--- src/rtl/egac_defs.svh ---
`ifndef EGAC_DEFS_SVH
`define EGAC_DEFS_SVH

`define EGAC_SLOTS        4
`define EGAC_SLOT_W       2
`define EGAC_AXIS_W       3
`define EGAC_AXIS_NONE    3'h0
`define EGAC_MODE_W       2
`define EGAC_MODE_STOP    2'h0
`define EGAC_MODE_PASS    2'h1
`define EGAC_MODE_INPOSOFF 2'h2
`define EGAC_ERRCNT_W     16
`define EGAC_ERRCNT_ZERO  16'h0000
`define EGAC_ERRCNT_ONE   16'h0001
`define EGAC_MASK_ZERO    4'h0
`define EGAC_SLOT_ZERO    2'h0

`endif

--- src/rtl/egac_pkg.sv ---
package egac_pkg;
    typedef enum logic [1:0] {
        ST_IDLE,
        ST_RUN,
        ST_PAUSE,
        ST_DECEL
    } egac_state_t;
endpackage

--- src/rtl/egac_gear_ctrl.sv ---
// What this block does
// - start commands whose inputs nobody drives first
// - circular gear feeding between commands not yet started raises ratio overflow error
// - stop mode repeat: cancel is never honoured
// - pass or in-position-off mode: cancel ends gearing
// - manual mode pauses gearing except in a deceleration stop, stops without deceleration
// - pause stops at once except in a deceleration stop; resume if not moved
// - forced end stops, clears all, restarts block
// - servo unlock stops; no continuation allowed
// - axis operating high while gearing executes
// - positioning completed low while gearing executes
// - error counter reset stops all axis tasks
// - error counter reset release restarts prereading
// - deceleration stop drains error counter, then halts
`timescale 1ns/1ps
`default_nettype none
`include "egac_defs.svh"

module egac_gear_ctrl (
    input  wire logic                          clk,
    input  wire logic                          rst,
    input  wire logic                          ce,
    input  wire logic                          autoMode,
    input  wire logic                          pauseBit,
    input  wire logic                          forcedEndBit,
    input  wire logic                          servoUnlockBit,
    input  wire logic                          errCntReset,
    input  wire logic                          decelStop,
    input  wire logic                          cmdLoad,
    input  wire logic [`EGAC_SLOT_W-1:0]       cmdSlot,
    input  wire logic [`EGAC_AXIS_W-1:0]       cmdInAxis,
    input  wire logic [`EGAC_AXIS_W-1:0]       cmdIntAxis,
    input  wire logic [`EGAC_AXIS_W-1:0]       cmdDrvAxis,
    input  wire logic [`EGAC_MODE_W-1:0]       cmdMode,
    input  wire logic                          cmdRepeat,
    input  wire logic                          cancelReq,
    input  wire logic [`EGAC_SLOT_W-1:0]       cancelSlot,
    input  wire logic                          drivenMoved,
    input  wire logic                          inputPulse,
    input  wire logic [`EGAC_ERRCNT_W-1:0]     followErr,
    output logic                               axisOperating,
    output logic                               posCompleted,
    output logic                               drivenPulse,
    output logic                               ratioOverflowErr,
    output logic [`EGAC_SLOTS-1:0]             slotActive,
    output logic [`EGAC_SLOTS-1:0]             slotPending,
    output logic                               startStrobe,
    output logic [`EGAC_SLOT_W-1:0]            startSlot,
    output logic                               cancelDone,
    output logic                               cancelIgnored,
    output logic                               resumeRefused,
    output logic                               prereadRun,
    output logic                               prereadRestart,
    output logic                               blockRestart
);
    localparam int NS = `EGAC_SLOTS;

    // true when a command driving drv feeds the one reading in or integ
    function automatic logic feeds(input logic [`EGAC_AXIS_W-1:0] inAx,
                                   input logic [`EGAC_AXIS_W-1:0] intAx,
                                   input logic [`EGAC_AXIS_W-1:0] drv);
        feeds = (drv != `EGAC_AXIS_NONE) && ((inAx == drv) || (intAx == drv));
    endfunction

    function automatic logic [`EGAC_SLOT_W-1:0] lowestSet(input logic [NS-1:0] v);
        lowestSet = `EGAC_SLOT_ZERO;
        for (int k = NS - 1; k >= 0; k--) begin
            if (v[k]) begin
                lowestSet = k[`EGAC_SLOT_W-1:0];
            end
        end
    endfunction

    function automatic logic cancellable(input logic [`EGAC_MODE_W-1:0] m);
        cancellable = (m == `EGAC_MODE_PASS) || (m == `EGAC_MODE_INPOSOFF);
    endfunction

    logic [`EGAC_AXIS_W-1:0]   inAx_q   [0:NS-1];
    logic [`EGAC_AXIS_W-1:0]   intAx_q  [0:NS-1];
    logic [`EGAC_AXIS_W-1:0]   drvAx_q  [0:NS-1];
    logic [`EGAC_MODE_W-1:0]   mode_q   [0:NS-1];
    logic [NS-1:0]             repeat_q;
    logic [NS-1:0]             pending_q;
    logic [NS-1:0]             active_q;
    egac_pkg::egac_state_t     state_q;
    logic                      moved_q;
    logic                      errRst_q;
    logic                      forced_q;
    logic [`EGAC_ERRCNT_W-1:0] drain_q;
    logic                      pulse_q;
    logic                      ovf_q;
    logic                      start_q;
    logic [`EGAC_SLOT_W-1:0]   startIdx_q;
    logic                      cDone_q;
    logic                      cIgn_q;
    logic                      refused_q;
    logic                      preRst_q;
    logic                      blkRst_q;

    logic [NS-1:0]             blocked;
    logic [NS-1:0]             ready;
    logic [NS-1:0]             slotBit;
    logic                      holdReq;
    logic                      canStart;
    logic                      deadlock;
    logic                      doStart;
    logic [`EGAC_SLOT_W-1:0]   startPick;
    logic                      cancelHit;
    logic                      cancelOk;
    logic                      executing;
    logic                      stopAll;

    genvar gi, gj;
    generate
        for (gi = 0; gi < NS; gi++) begin : gDep
            logic [NS-1:0] dep;
            for (gj = 0; gj < NS; gj++) begin : gCol
                // only commands not yet started can still hold another back
                if (gi == gj) begin : gSelf
                    assign dep[gj] = 1'b0;
                end else begin : gOther
                    assign dep[gj] = pending_q[gj] &&
                                     feeds(inAx_q[gi], intAx_q[gi], drvAx_q[gj]);
                end
            end
            assign blocked[gi] = |dep;
        end
    endgenerate

    assign ready     = pending_q & ~blocked;
    assign startPick = lowestSet(ready);
    assign holdReq   = pauseBit || !autoMode;
    assign stopAll   = errCntReset || servoUnlockBit || forcedEndBit;
    // a burst of back-to-back loads is resolved as one group, so load order cannot win
    assign canStart  = !stopAll && !holdReq && !cmdLoad &&
                       (state_q == egac_pkg::ST_IDLE || state_q == egac_pkg::ST_RUN);
    assign deadlock  = (pending_q != `EGAC_MASK_ZERO) && (ready == `EGAC_MASK_ZERO);
    assign doStart   = canStart && !deadlock && (ready != `EGAC_MASK_ZERO);
    assign slotBit   = NS'(1) << cancelSlot;
    assign cancelHit = cancelReq && active_q[cancelSlot];
    // stop mode never terminates, so its cancel block is never reached
    assign cancelOk  = cancelHit && cancellable(mode_q[cancelSlot]);
    assign executing = (state_q != egac_pkg::ST_IDLE) && (active_q != `EGAC_MASK_ZERO);

    always_ff @(posedge clk or posedge rst) begin
        if (rst) begin
            for (int k = 0; k < NS; k++) begin
                inAx_q[k]  <= `EGAC_AXIS_NONE;
                intAx_q[k] <= `EGAC_AXIS_NONE;
                drvAx_q[k] <= `EGAC_AXIS_NONE;
                mode_q[k]  <= `EGAC_MODE_STOP;
            end
            repeat_q <= `EGAC_MASK_ZERO;
        end else if (ce && cmdLoad) begin
            inAx_q[cmdSlot]   <= cmdInAxis;
            intAx_q[cmdSlot]  <= cmdIntAxis;
            drvAx_q[cmdSlot]  <= cmdDrvAxis;
            mode_q[cmdSlot]   <= cmdMode;
            repeat_q[cmdSlot] <= cmdRepeat;
        end
    end

    always_ff @(posedge clk or posedge rst) begin
        if (rst) begin
            state_q    <= egac_pkg::ST_IDLE;
            pending_q  <= `EGAC_MASK_ZERO;
            active_q   <= `EGAC_MASK_ZERO;
            moved_q    <= 1'b0;
            errRst_q   <= 1'b0;
            forced_q   <= 1'b0;
            drain_q    <= `EGAC_ERRCNT_ZERO;
            pulse_q    <= 1'b0;
            ovf_q      <= 1'b0;
            start_q    <= 1'b0;
            startIdx_q <= `EGAC_SLOT_ZERO;
            cDone_q    <= 1'b0;
            cIgn_q     <= 1'b0;
            refused_q  <= 1'b0;
            preRst_q   <= 1'b0;
            blkRst_q   <= 1'b0;
        end else if (ce) begin
            errRst_q  <= errCntReset;
            forced_q  <= forcedEndBit;
            pulse_q   <= 1'b0;
            ovf_q     <= 1'b0;
            start_q   <= 1'b0;
            cDone_q   <= 1'b0;
            cIgn_q    <= 1'b0;
            refused_q <= 1'b0;
            preRst_q  <= errRst_q && !errCntReset;
            blkRst_q  <= forced_q && !forcedEndBit;
            if (cmdLoad) begin
                pending_q[cmdSlot] <= 1'b1;
            end
            if (stopAll) begin
                // immediate halt with no deceleration; nothing is resumable
                state_q   <= egac_pkg::ST_IDLE;
                active_q  <= `EGAC_MASK_ZERO;
                pending_q <= `EGAC_MASK_ZERO;
                drain_q   <= `EGAC_ERRCNT_ZERO;
            end else begin
                if (deadlock && canStart) begin
                    ovf_q     <= 1'b1;
                    pending_q <= `EGAC_MASK_ZERO;
                end
                if (doStart) begin
                    pending_q[startPick] <= 1'b0;
                    active_q[startPick]  <= 1'b1;
                    start_q              <= 1'b1;
                    startIdx_q           <= startPick;
                end
                if (cancelOk) begin
                    active_q <= (active_q & ~slotBit) |
                                (doStart ? (NS'(1) << startPick) : `EGAC_MASK_ZERO);
                    cDone_q  <= 1'b1;
                end else if (cancelReq) begin
                    cIgn_q <= 1'b1;
                end
                case (state_q)
                    egac_pkg::ST_IDLE: begin
                        if (doStart) begin
                            state_q <= egac_pkg::ST_RUN;
                        end
                    end
                    egac_pkg::ST_RUN: begin
                        if (holdReq) begin
                            state_q <= egac_pkg::ST_PAUSE;
                            moved_q <= 1'b0;
                        end else if (decelStop) begin
                            state_q <= egac_pkg::ST_DECEL;
                            drain_q <= followErr;
                        end else begin
                            pulse_q <= inputPulse && (active_q != `EGAC_MASK_ZERO);
                            if (active_q == `EGAC_MASK_ZERO && !doStart) begin
                                state_q <= egac_pkg::ST_IDLE;
                            end
                        end
                    end
                    egac_pkg::ST_PAUSE: begin
                        if (drivenMoved) begin
                            moved_q <= 1'b1;
                        end
                        if (!holdReq) begin
                            // a moved axis has lost its gear phase, so drop it
                            if (moved_q || drivenMoved) begin
                                refused_q <= 1'b1;
                                active_q  <= `EGAC_MASK_ZERO;
                                state_q   <= egac_pkg::ST_IDLE;
                            end else begin
                                state_q <= egac_pkg::ST_RUN;
                            end
                        end
                    end
                    egac_pkg::ST_DECEL: begin
                        if (drain_q != `EGAC_ERRCNT_ZERO) begin
                            pulse_q <= 1'b1;
                            drain_q <= drain_q - `EGAC_ERRCNT_ONE;
                        end else begin
                            active_q <= `EGAC_MASK_ZERO;
                            state_q  <= egac_pkg::ST_IDLE;
                        end
                    end
                    default: begin
                        state_q <= egac_pkg::ST_IDLE;
                    end
                endcase
            end
        end
    end

    assign axisOperating    = executing;
    assign posCompleted     = !executing && (active_q == `EGAC_MASK_ZERO);
    assign prereadRun       = !errCntReset;
    assign drivenPulse      = pulse_q;
    assign ratioOverflowErr = ovf_q;
    assign slotActive       = active_q;
    assign slotPending      = pending_q;
    assign startStrobe      = start_q;
    assign startSlot        = startIdx_q;
    assign cancelDone       = cDone_q;
    assign cancelIgnored    = cIgn_q;
    assign resumeRefused    = refused_q;
    assign prereadRestart   = preRst_q;
    assign blockRestart     = blkRst_q;
endmodule

`default_nettype wire

--- config.mk ---
export PLATFORM = sky130hd
export DESIGN_NAME = egac_gear_ctrl
export DESIGN_NICKNAME = d
export VERILOG_FILES = /design/src/rtl/egac_pkg.sv /design/src/rtl/egac_gear_ctrl.sv
export VERILOG_INCLUDE_DIRS = /design/src /design/src/rtl
export SDC_FILE = /design/constraint.sdc
export NUM_CORES = 1
export LEC_CHECK = 0
export BUFFER_PORTS_ARGS = -buffer_cell sky130_fd_sc_hd__buf_2
export CAP_MARGIN = 20
export CORE_MARGIN = 2
export CORE_UTILIZATION = 40
export DETAILED_ROUTE_END_ITERATION = 16
export GPL_TIMING_DRIVEN = 0
export SYNTH_ARGS = -nofsm -noshare
export SYNTH_HDL_FRONTEND = slang
export SYNTH_SLANG_ARGS = --single-unit
--- constraint.sdc ---
create_clock -name clk -period 6.1 [get_ports clk]
set_input_delay 1.22 -clock clk [delete_from_list [all_inputs] [get_ports clk]]
set_output_delay 1.22 -clock clk [all_outputs]
set_load 0.03 [all_outputs]
## Word-level counts from Yosys, hierarchy flattened

Index checks and enable logic that the tools add are counted.

- Add/subtract/negate cells: 1
- Magnitude comparators: 8
- Equality and inequality tests: 38
- Shift operators: 2
- Mux-type cells: 70
- Bitwise operators: 12
- Reductions and logical operators: 92

Operator list:

| kind | number |
|---|---|
| $eq 3x3->1 | 24 |
| $mux 16 | 4 |
| $mux 4 | 13 |
| $logic_and 1x1->1 | 43 |
| $bwmux 12 | 3 |
| $pmux 16 s2 | 1 |
| $mux 2 | 14 |
| $mux 1 | 23 |
| $logic_or 1x1->1 | 18 |
| $ne 3x3->1 const B | 6 |
| $reduce_bool 16->1 | 1 |
| $sub 16x1->16 const B | 1 |
| $reduce_and 5->1 | 3 |
| $reduce_bool 3->1 | 5 |
| $and 4x4->4 | 3 |
| $not 4->4 | 3 |
| $or 4x4->4 | 3 |
| $reduce_bool 4->1 | 3 |
| $reduce_or 3->1 | 4 |
| $logic_not 1->1 | 9 |
| $lt 2x3->1 const B | 3 |
| $bwmux 8 | 1 |
| $logic_not 4->1 | 2 |
| $pmux 2 s4 | 1 |
| 21 further kinds | 32 |

- Register bits: 83
- Output and inout bits: 21
- Word-level logic and storage cells: 255

## Longest topological paths before layout

Gate-level depths: netlist of the first run.

- Depth in word-level cells: 22
- Depth in mapped cells: 12
- Mapped depth without buffers: 10

## Worst setup path after synthesis of the first run

OpenSTA, ideal clock, no wires.

- Path kind: register to output
- Start point: register active_q[0] (netlist: slotActive[0])
- End point: output axisOperating
- Data arrival time: 2.073 ns
- Data required time: 4.880 ns
- Slack: 2.807 ns
- Stages on the path, launching flop included: 3
- Path buffers: 0
- Path through: dfrtp_1 nor4_1 nor2_1

- Word-level cells in the longest chain between the ends: 2

RTL lines:

| what | RTL line | RTL |
|---|---|---|
| start, declared | egac_gear_ctrl.sv:84 | `logic [NS-1:0] active_q;` |
| start signal, assigned | egac_gear_ctrl.sv:167 | `` active_q <= `EGAC_MASK_ZERO; `` |
| start signal, assigned | egac_gear_ctrl.sv:198 | `` active_q <= `EGAC_MASK_ZERO; `` |
| start signal, assigned | egac_gear_ctrl.sv:213 | `active_q <= (active_q & ~slotBit) \|` |
| $reduce_bool 4->1 (no source line) | n/a |  |
| $logic_and 1x1->1 | egac_gear_ctrl.sv:143 | `` assign executing = (state_q != egac_pkg::ST_IDLE) && (active_q != `EGAC_MASK_ZERO); `` |
| end, declared | egac_gear_ctrl.sv:41 | `output logic axisOperating,` |

No other way between the ends.

## Final worst setup path of the first run

- Start point: input errCntReset
- End point: output prereadRun

- Word-level cells in the longest chain between the ends: 1

RTL lines:

| what | RTL line | RTL |
|---|---|---|
| start, declared | egac_gear_ctrl.sv:27 | `input wire logic errCntReset,` |
| $logic_not 1->1 | egac_gear_ctrl.sv:273 | `assign prereadRun = !errCntReset;` |
| end, declared | egac_gear_ctrl.sv:52 | `output logic prereadRun,` |

No other way between the ends.

==> impl_metrics.yaml, run 1 <==
outcome:
  outcome: "completed"
route:
  drtPass1Iterations: 4
  drt-total-wl_microns: 13000
  drtIter0Drc: 238
  routedWlPerCell_microns: 17.4
  drc_errors: 0
  viasPerCell: 5.40
  vias: 4041
  antenna_left: 0
sta:
  slew_headroom: 0.437
  min_period_ns: 2.85
  slew_viol_final: 0
  skew_ns: 0.00564
  fmax_ghz: 0.351
  rsz0062_at_grt: "no"
  hold_violations: 0
  worst_slack_ns: 3.25
  worstMarginPinSlew_ns: 0.844
  fin_tns_setup_ns: 0
  holdWs_ns: 0.481
  final-setup-viol-count: 0
  min_period_over_period: 0.467
floorplanning:
  core_area_sq_um: 12500
  io_pins: 66
  die_height_microns: 117
  start_util: 0.406
  rows: 41
  fp.dieW_microns: 117
  dieArea_sq_um: 13600
min_path:
  min_path_type: "reg2reg"
worst_setup_path:
  worstSetupStartpoint: "errCntReset"
  path_cells: "buf_2, inv_1, buf_2"
  worstSetupEndpoint: "prereadRun"
  required_ns: 4.88
  cp.arrival_ns: 1.63
  crit_top_cell: "buf_2"
  r2r_cells: 10
  worst-path-max-fanout: 4
  r2r-end: "drain_q[4]$_DFFE_PP0P_"
  startpoint_type: "input port"
  worst_path_largest_cell_delay_ns: 0.21
  reg2reg_from: "state_q[1]$_DFFE_PP0P_"
  crit_type: "in2out"
  cp_slowest_cell: "buf_2"
  end_kind: "primary output"
  regToRegSetupSlack_ns: 3.63
power_and_ir_drop:
  irDropWorstVdd_mv: 0.211
  powerDensity_nw_per_um2: 284
  leakagePower_nw: 2.66
clock_network:
  clock_tree.root_cell: "clkbuf_16"
  cts_resized: 0
  insertion_delay_ns: 0.35
  cts_setup_buffers: 0
  cts_sinks: 83
  clk_pin_slew_ns: 0.06
  clk_path_buf_depth: 2
  cts_tree: "done"
  cts_hold_buf: 0
  numCtsBuffers: 9
  h-tree-depth: 3
synthesis:
  synth_ff_type: "dfrtp_1"
  ys_ff_latch: 83
  syn_inst: 497
  yosysTopAreaCell: "dfrtp_1"
  synthArstFlopShare: 1.00
  seq_area_frac_synth: 0.409
  ys_types: 60
  avgSynthCellArea_sq_um: 10.2
  yosysTopAreaCellShare: 0.409
  post-synth-top-count-cell: "dfrtp_1"
  ys_warn_count: 0
  synth.area.top_cells: "dfrtp_1 41%, xor2_1 11%, mux2_2 10%"
  synth_nets: 548
  synth-edff-count: 0
  synthTopCellsByCount: "83 x dfrtp_1, 64 x xor2_1, 46 x mux2_2"
  synth_area_sq_um: 5080
global_routing:
  track_usage: 0.200
  grt_pass1_wl_microns: 20900
  grt_pass1_vias: 4024
  globalRouteOverflowTotal: 0
  grt_max_degree: 71
  antenna_found_initial: 0
placed_design:
  dp_hpwl_microns: 9490
  portBuffers: 63
  place_congestion: 0.886
  dpl_worst_slack_ns: 3.03
final_layout:
  regArea_sq_um: 2080
  multi_input_area_sq_um: 2730
  layout-area-overhead-vs-synth_pct: 16.9
  fillers: 1226
  drive_above_1_share: 0.284
  nets: 623
  antenna_cells: 0
flow_run:
  drv_cap: 0
==> kinds of logic after synthesis <==
family,Yosys count,synth area share
AO/OA/AOI/OAI,119,0.148
AND/OR/NAND/NOR,116,0.123
flip-flops,83,0.409
XOR/XNOR,73,0.126
multiplexers,53,0.125
buffers and inverters,47,0.0535
adder cells (fa/ha/maj),6,0.0148
==> report_power, final <==
group | leakage (nW) | internal (mW) | total, mW | switching, mW
Clock | 0.139 | 0.328 | 0.550 | 0.222
Sequential | 1.06 | 0.620 | 0.697 | 0.0768
Combinational | 1.46 | 0.217 | 0.437 | 0.220
Total | 2.66 | 1.16 | 1.68 | 0.519
==> cell usage in the layout, fill, tap and decap left out, types with 10 or more instances in the layout <==
master    count
a21oi_1      28
buf_2        64
buf_4        11
clkbuf_1     10
dfrtp_1      83
inv_1        17
mux2_2       46
nand2_1      16
nor2_1       23
nor3_1       34
o21ai_1      40
xor2_1       64
==> registers in the layout, indices dropped and copies added, names as in the netlist <==
name	count
blockRestart	1
cancelDone	1
cancelIgnored	1
drain_q	16
drivenPulse	1
drvAx_q	12
errRst_q	1
forced_q	1
inAx_q	12
intAx_q	12
mode_q	8
moved_q	1
prereadRestart	1
ratioOverflowErr	1
resumeRefused	1
slotActive	4
slotPending	4
startSlot	2
startStrobe	1
state_q	2
==> stage by stage <==
stage	utilization	area [sq um]	std cells	total power [mW]
2_1_floorplan	-	5080	497	1.03
3_3_place_gp	0.448	5610	732	1.12
3_5_place_dp	0.450	5640	733	1.14
4_1_cts	0.474	5930	749	1.70
5_1_grt	0.474	5930	749	1.77
6_report	0.474	5930	749	1.68
==> layer usage <==
layer	global-route usage	wire length (microns)	part of all wire	vias up
li1	-	-	-	1936
met1	0.261	6160	0.47	1989
met2	0.330	6080	0.47	95
met3	0.0374	533	0.041	21
met4	0.0800	272	0.021	0
met5	0	0	0	-
==> worst min path at each step <==
stage	startpoint	endpoint	slack (ns)	cells after the start
global route	cancelIgnored$_DFFE_PP0P_	cancelIgnored$_DFFE_PP0P_	0.51	1
CTS	cancelIgnored$_DFFE_PP0P_	cancelIgnored$_DFFE_PP0P_	0.49	1
finish	cancelIgnored$_DFFE_PP0P_	cancelIgnored$_DFFE_PP0P_	0.48	1
global placement	forced_q$_DFFE_PP0P_	blockRestart$_DFFE_PP0P_	0.47	1
floorplan	drain_q[12]$_DFFE_PP0P_	drain_q[12]$_DFFE_PP0P_	0.46	2
detailed placement	cancelIgnored$_DFFE_PP0P_	cancelIgnored$_DFFE_PP0P_	0.47	1
==> critical path, delay by kind of cell <==
kind	cells	cell delay [ns]
buffers and inverters	3	0.41
==> layout make-up <==
cell class / instances / share of cell area
Multi-Input combinational cell: 367 / 0.460
Sequential cell: 83 / 0.350
Timing Repair Buffer: 64 / 0.0578
Clock buffer: 12 / 0.0415
Tap cell: 172 / 0.0363
Buffer: 27 / 0.0331
Inverter: 20 / 0.0131
Clock inverter: 4 / 0.00844
No activity file was read; power rests on OpenSTA's default activity.
==> inputs of run 2 (changes only) <==
==> constraint.sdc (replaced) <==
create_clock -name clk -period 2.5 [get_ports clk]
set_input_delay 0.5 -clock clk [delete_from_list [all_inputs] [get_ports clk]]
set_output_delay 0.5 -clock clk [all_outputs]
set_load 0.03 [all_outputs]
==> impl_metrics.yaml, run 2 (synthesis gave the netlist of run 1 again) <==
clock_network:
  numCtsBuffers: 9
  insertion_delay_ns: 0.36
  clk_path_buf_depth: 2
  h-tree-depth: 3
  cts_hold_buf: 0
  cts_tree: "done"
  clock_tree.root_cell: "clkbuf_16"
  clk_pin_slew_ns: 0.07
  cts_sinks: 83
final_layout:
  layout-area-overhead-vs-synth_pct: 18.9
  layout_commonest_cell: "dfrtp_1"
  final_cell_mix: "83 x dfrtp_1, 64 x xor2_1, 64 x buf_2"
  nets: 625
  largest_reg_flops: 16
  drive_above_1_share: 0.299
  final_cells: 751
  antenna_cells: 0
  fillers: 1204
  fin_area_sq_um: 6040
  top_register: "drain_q"
placed_design:
  place_congestion: 0.859
  dp_hpwl_microns: 9540
  portBuffers: 63
  dp_cells: 734
  placed_cell_area_sq_um: 5660
route:
  vias: 4039
  drtIter0Drc: 223
  drc_errors: 0
  viasPerCell: 5.38
  drt-total-wl_microns: 12900
  drtPass1Iterations: 4
  routedWlPerCell_microns: 17.2
  antenna_left: 0
floorplanning:
  fp.dieW_microns: 117
  core_area_sq_um: 12500
  die_height_microns: 117
  dieArea_sq_um: 13600
  rows: 41
  start_util: 0.406
  io_pins: 66
power_and_ir_drop:
  seqPwrFrac: 0.391
  clock_power_share: 0.364
  powerDensity_nw_per_um2: 720
  leakagePower_nw: 2.71
  intPower_mw: 3.05
  switchingPower_mw: 1.30
  combPwrFrac: 0.245
  irDropWorstVdd_mv: 0.349
  switching_share: 0.298
sta:
  slew_viol_final: 0
  rsz0062_at_grt: "no"
  hold_violations: 0
  slew_headroom: 0.479
  final-setup-viol-count: 0
  fin_tns_setup_ns: 0
  fmax_ghz: 0.432
  skew_ns: 0.00610
  holdWs_ns: 0.210
  worstMarginPinSlew_ns: 0.782
  min_period_over_period: 0.927
  min_period_ns: 2.32
worst_setup_path:
  path_cells: "inv_1, ha_1, nor3b_4, nand2_2, nor2_4, a31oi_1, a211o_1, a21oi_1, o21a_1, o221ai_1"
  r2r-end: "state_q[1]$_DFFE_PP0P_"
  end_kind: "register"
  worst-path-max-fanout: 5
  cp.arrival_ns: 2.54
  crit_buf_inv: 1
  worst_path_largest_cell_delay_ns: 0.43
  critPathTopFamily: "compound AO/OA/AOI/OAI gates"
  crit_type: "reg2reg"
  cp_slowest_cell: "dfrtp_1"
  regToRegSetupSlack_ns: 0.18
  startpoint_type: "register"
  r2r_cells: 10
  required_ns: 2.72
  reg2reg_from: "drain_q[0]$_DFFE_PP0P_"
global_routing:
  grt_pass1_vias: 3992
  grt_max_degree: 34
  antenna_found_initial: 0
  globalRouteOverflowTotal: 0
  track_usage: 0.199
  grt_pass1_wl_microns: 20700
min_path:
  min_path_type: "in2async"
flow_run:
  drv_cap: 0
outcome:
  outcome: "completed"
## run 2: changes by cell type in the layout (fill, tap and decap cells not counted), moves of 2 or more
cell | before | now
bufinv_16 | 1 | 3
clkbuf_1 | 10 | 7
buf_4 | 11 | 13
buf_12 | 0 | 2
clkinv_4 | 0 | 2
## run 2: final cells by class
class                      count  area, sq um  share of cell area
inverter                      20         82.6              0.0137
timing repair buffer          67          370              0.0614
clock buffer                  10          239              0.0396
buffer                        26          193              0.0319
clock inverter                 6          113              0.0187
tap                          172          215              0.0357
multi-input combinational    367         2750               0.455
sequential                    83         2080               0.344
## run 2: timing repair
| item | in CTS | in global routing |
|---|---|---|
| resized for setup | 0 | 4 |
| setup buffers | 0 | 2 |
| endpoints found under the setup margin | 0 | 16 |
## run 2: how the worst max path moves through the flow
stage                                         start                         to  slack [ns]  cells past startpoint
after detailed placement     state_q[0]$_DFFE_PP0P_     drain_q[5]$_DFFE_PP0P_        0.02                     10
after global routing         drain_q[0]$_DFFE_PP0P_     drain_q[2]$_DFFE_PP0P_      0.0004                     12
after global placement       drain_q[0]$_DFFE_PP0P_  slotActive[3]$_DFFE_PP0P_        0.08                      9
final                        drain_q[0]$_DFFE_PP0P_     state_q[1]$_DFFE_PP0P_        0.18                     10
after floorplan           slotActive[0]$_DFFE_PP0P_     state_q[0]$_DFFE_PP0P_        0.34                      6
after CTS                    state_q[0]$_DFFE_PP0P_     drain_q[5]$_DFFE_PP0P_        0.01                     10
## run 2: stage by stage
stage	utilization	total power, mW	setup WS, ns
floorplan	-	2.50	0.340
global placement	0.449	2.73	0.0798
detailed placement	0.452	2.78	0.0238
CTS	0.480	4.37	0.0130
global route	0.482	4.58	0.000385
finish	0.482	4.35	0.183
## run 2: power by group through the flow
| stage | combinational [mW] | sequential [mW] | clock, mW |
|---|---|---|---|
| floorplan | 0.826 | 1.68 | 0 |
| global placement | 1.02 | 1.71 | 0 |
| finish | 1.07 | 1.70 | 1.58 |
| global route | 1.18 | 1.72 | 1.68 |
| detailed placement | 1.06 | 1.72 | 0 |
| CTS | 1.06 | 1.70 | 1.60 |
## run 2: worst register-to-register path, delay by kind of cell (launching register included)
kind / cells / cell delay (ns)
compound gates: 5 / 0.93
fa+ha+maj: 1 / 0.19
buf+inv: 1 / 0.08
flops: 1 / 0.43
simple gates: 3 / 0.55
## run 2: routing by layer
metal,global-route usage,up-vias,share of wire
met2,0.326,95,0.47
met4,0.0675,0,0.017
met5,0,-,0
met1,0.267,1999,0.47
li1,-,1929,-
met3,0.0348,16,0.042
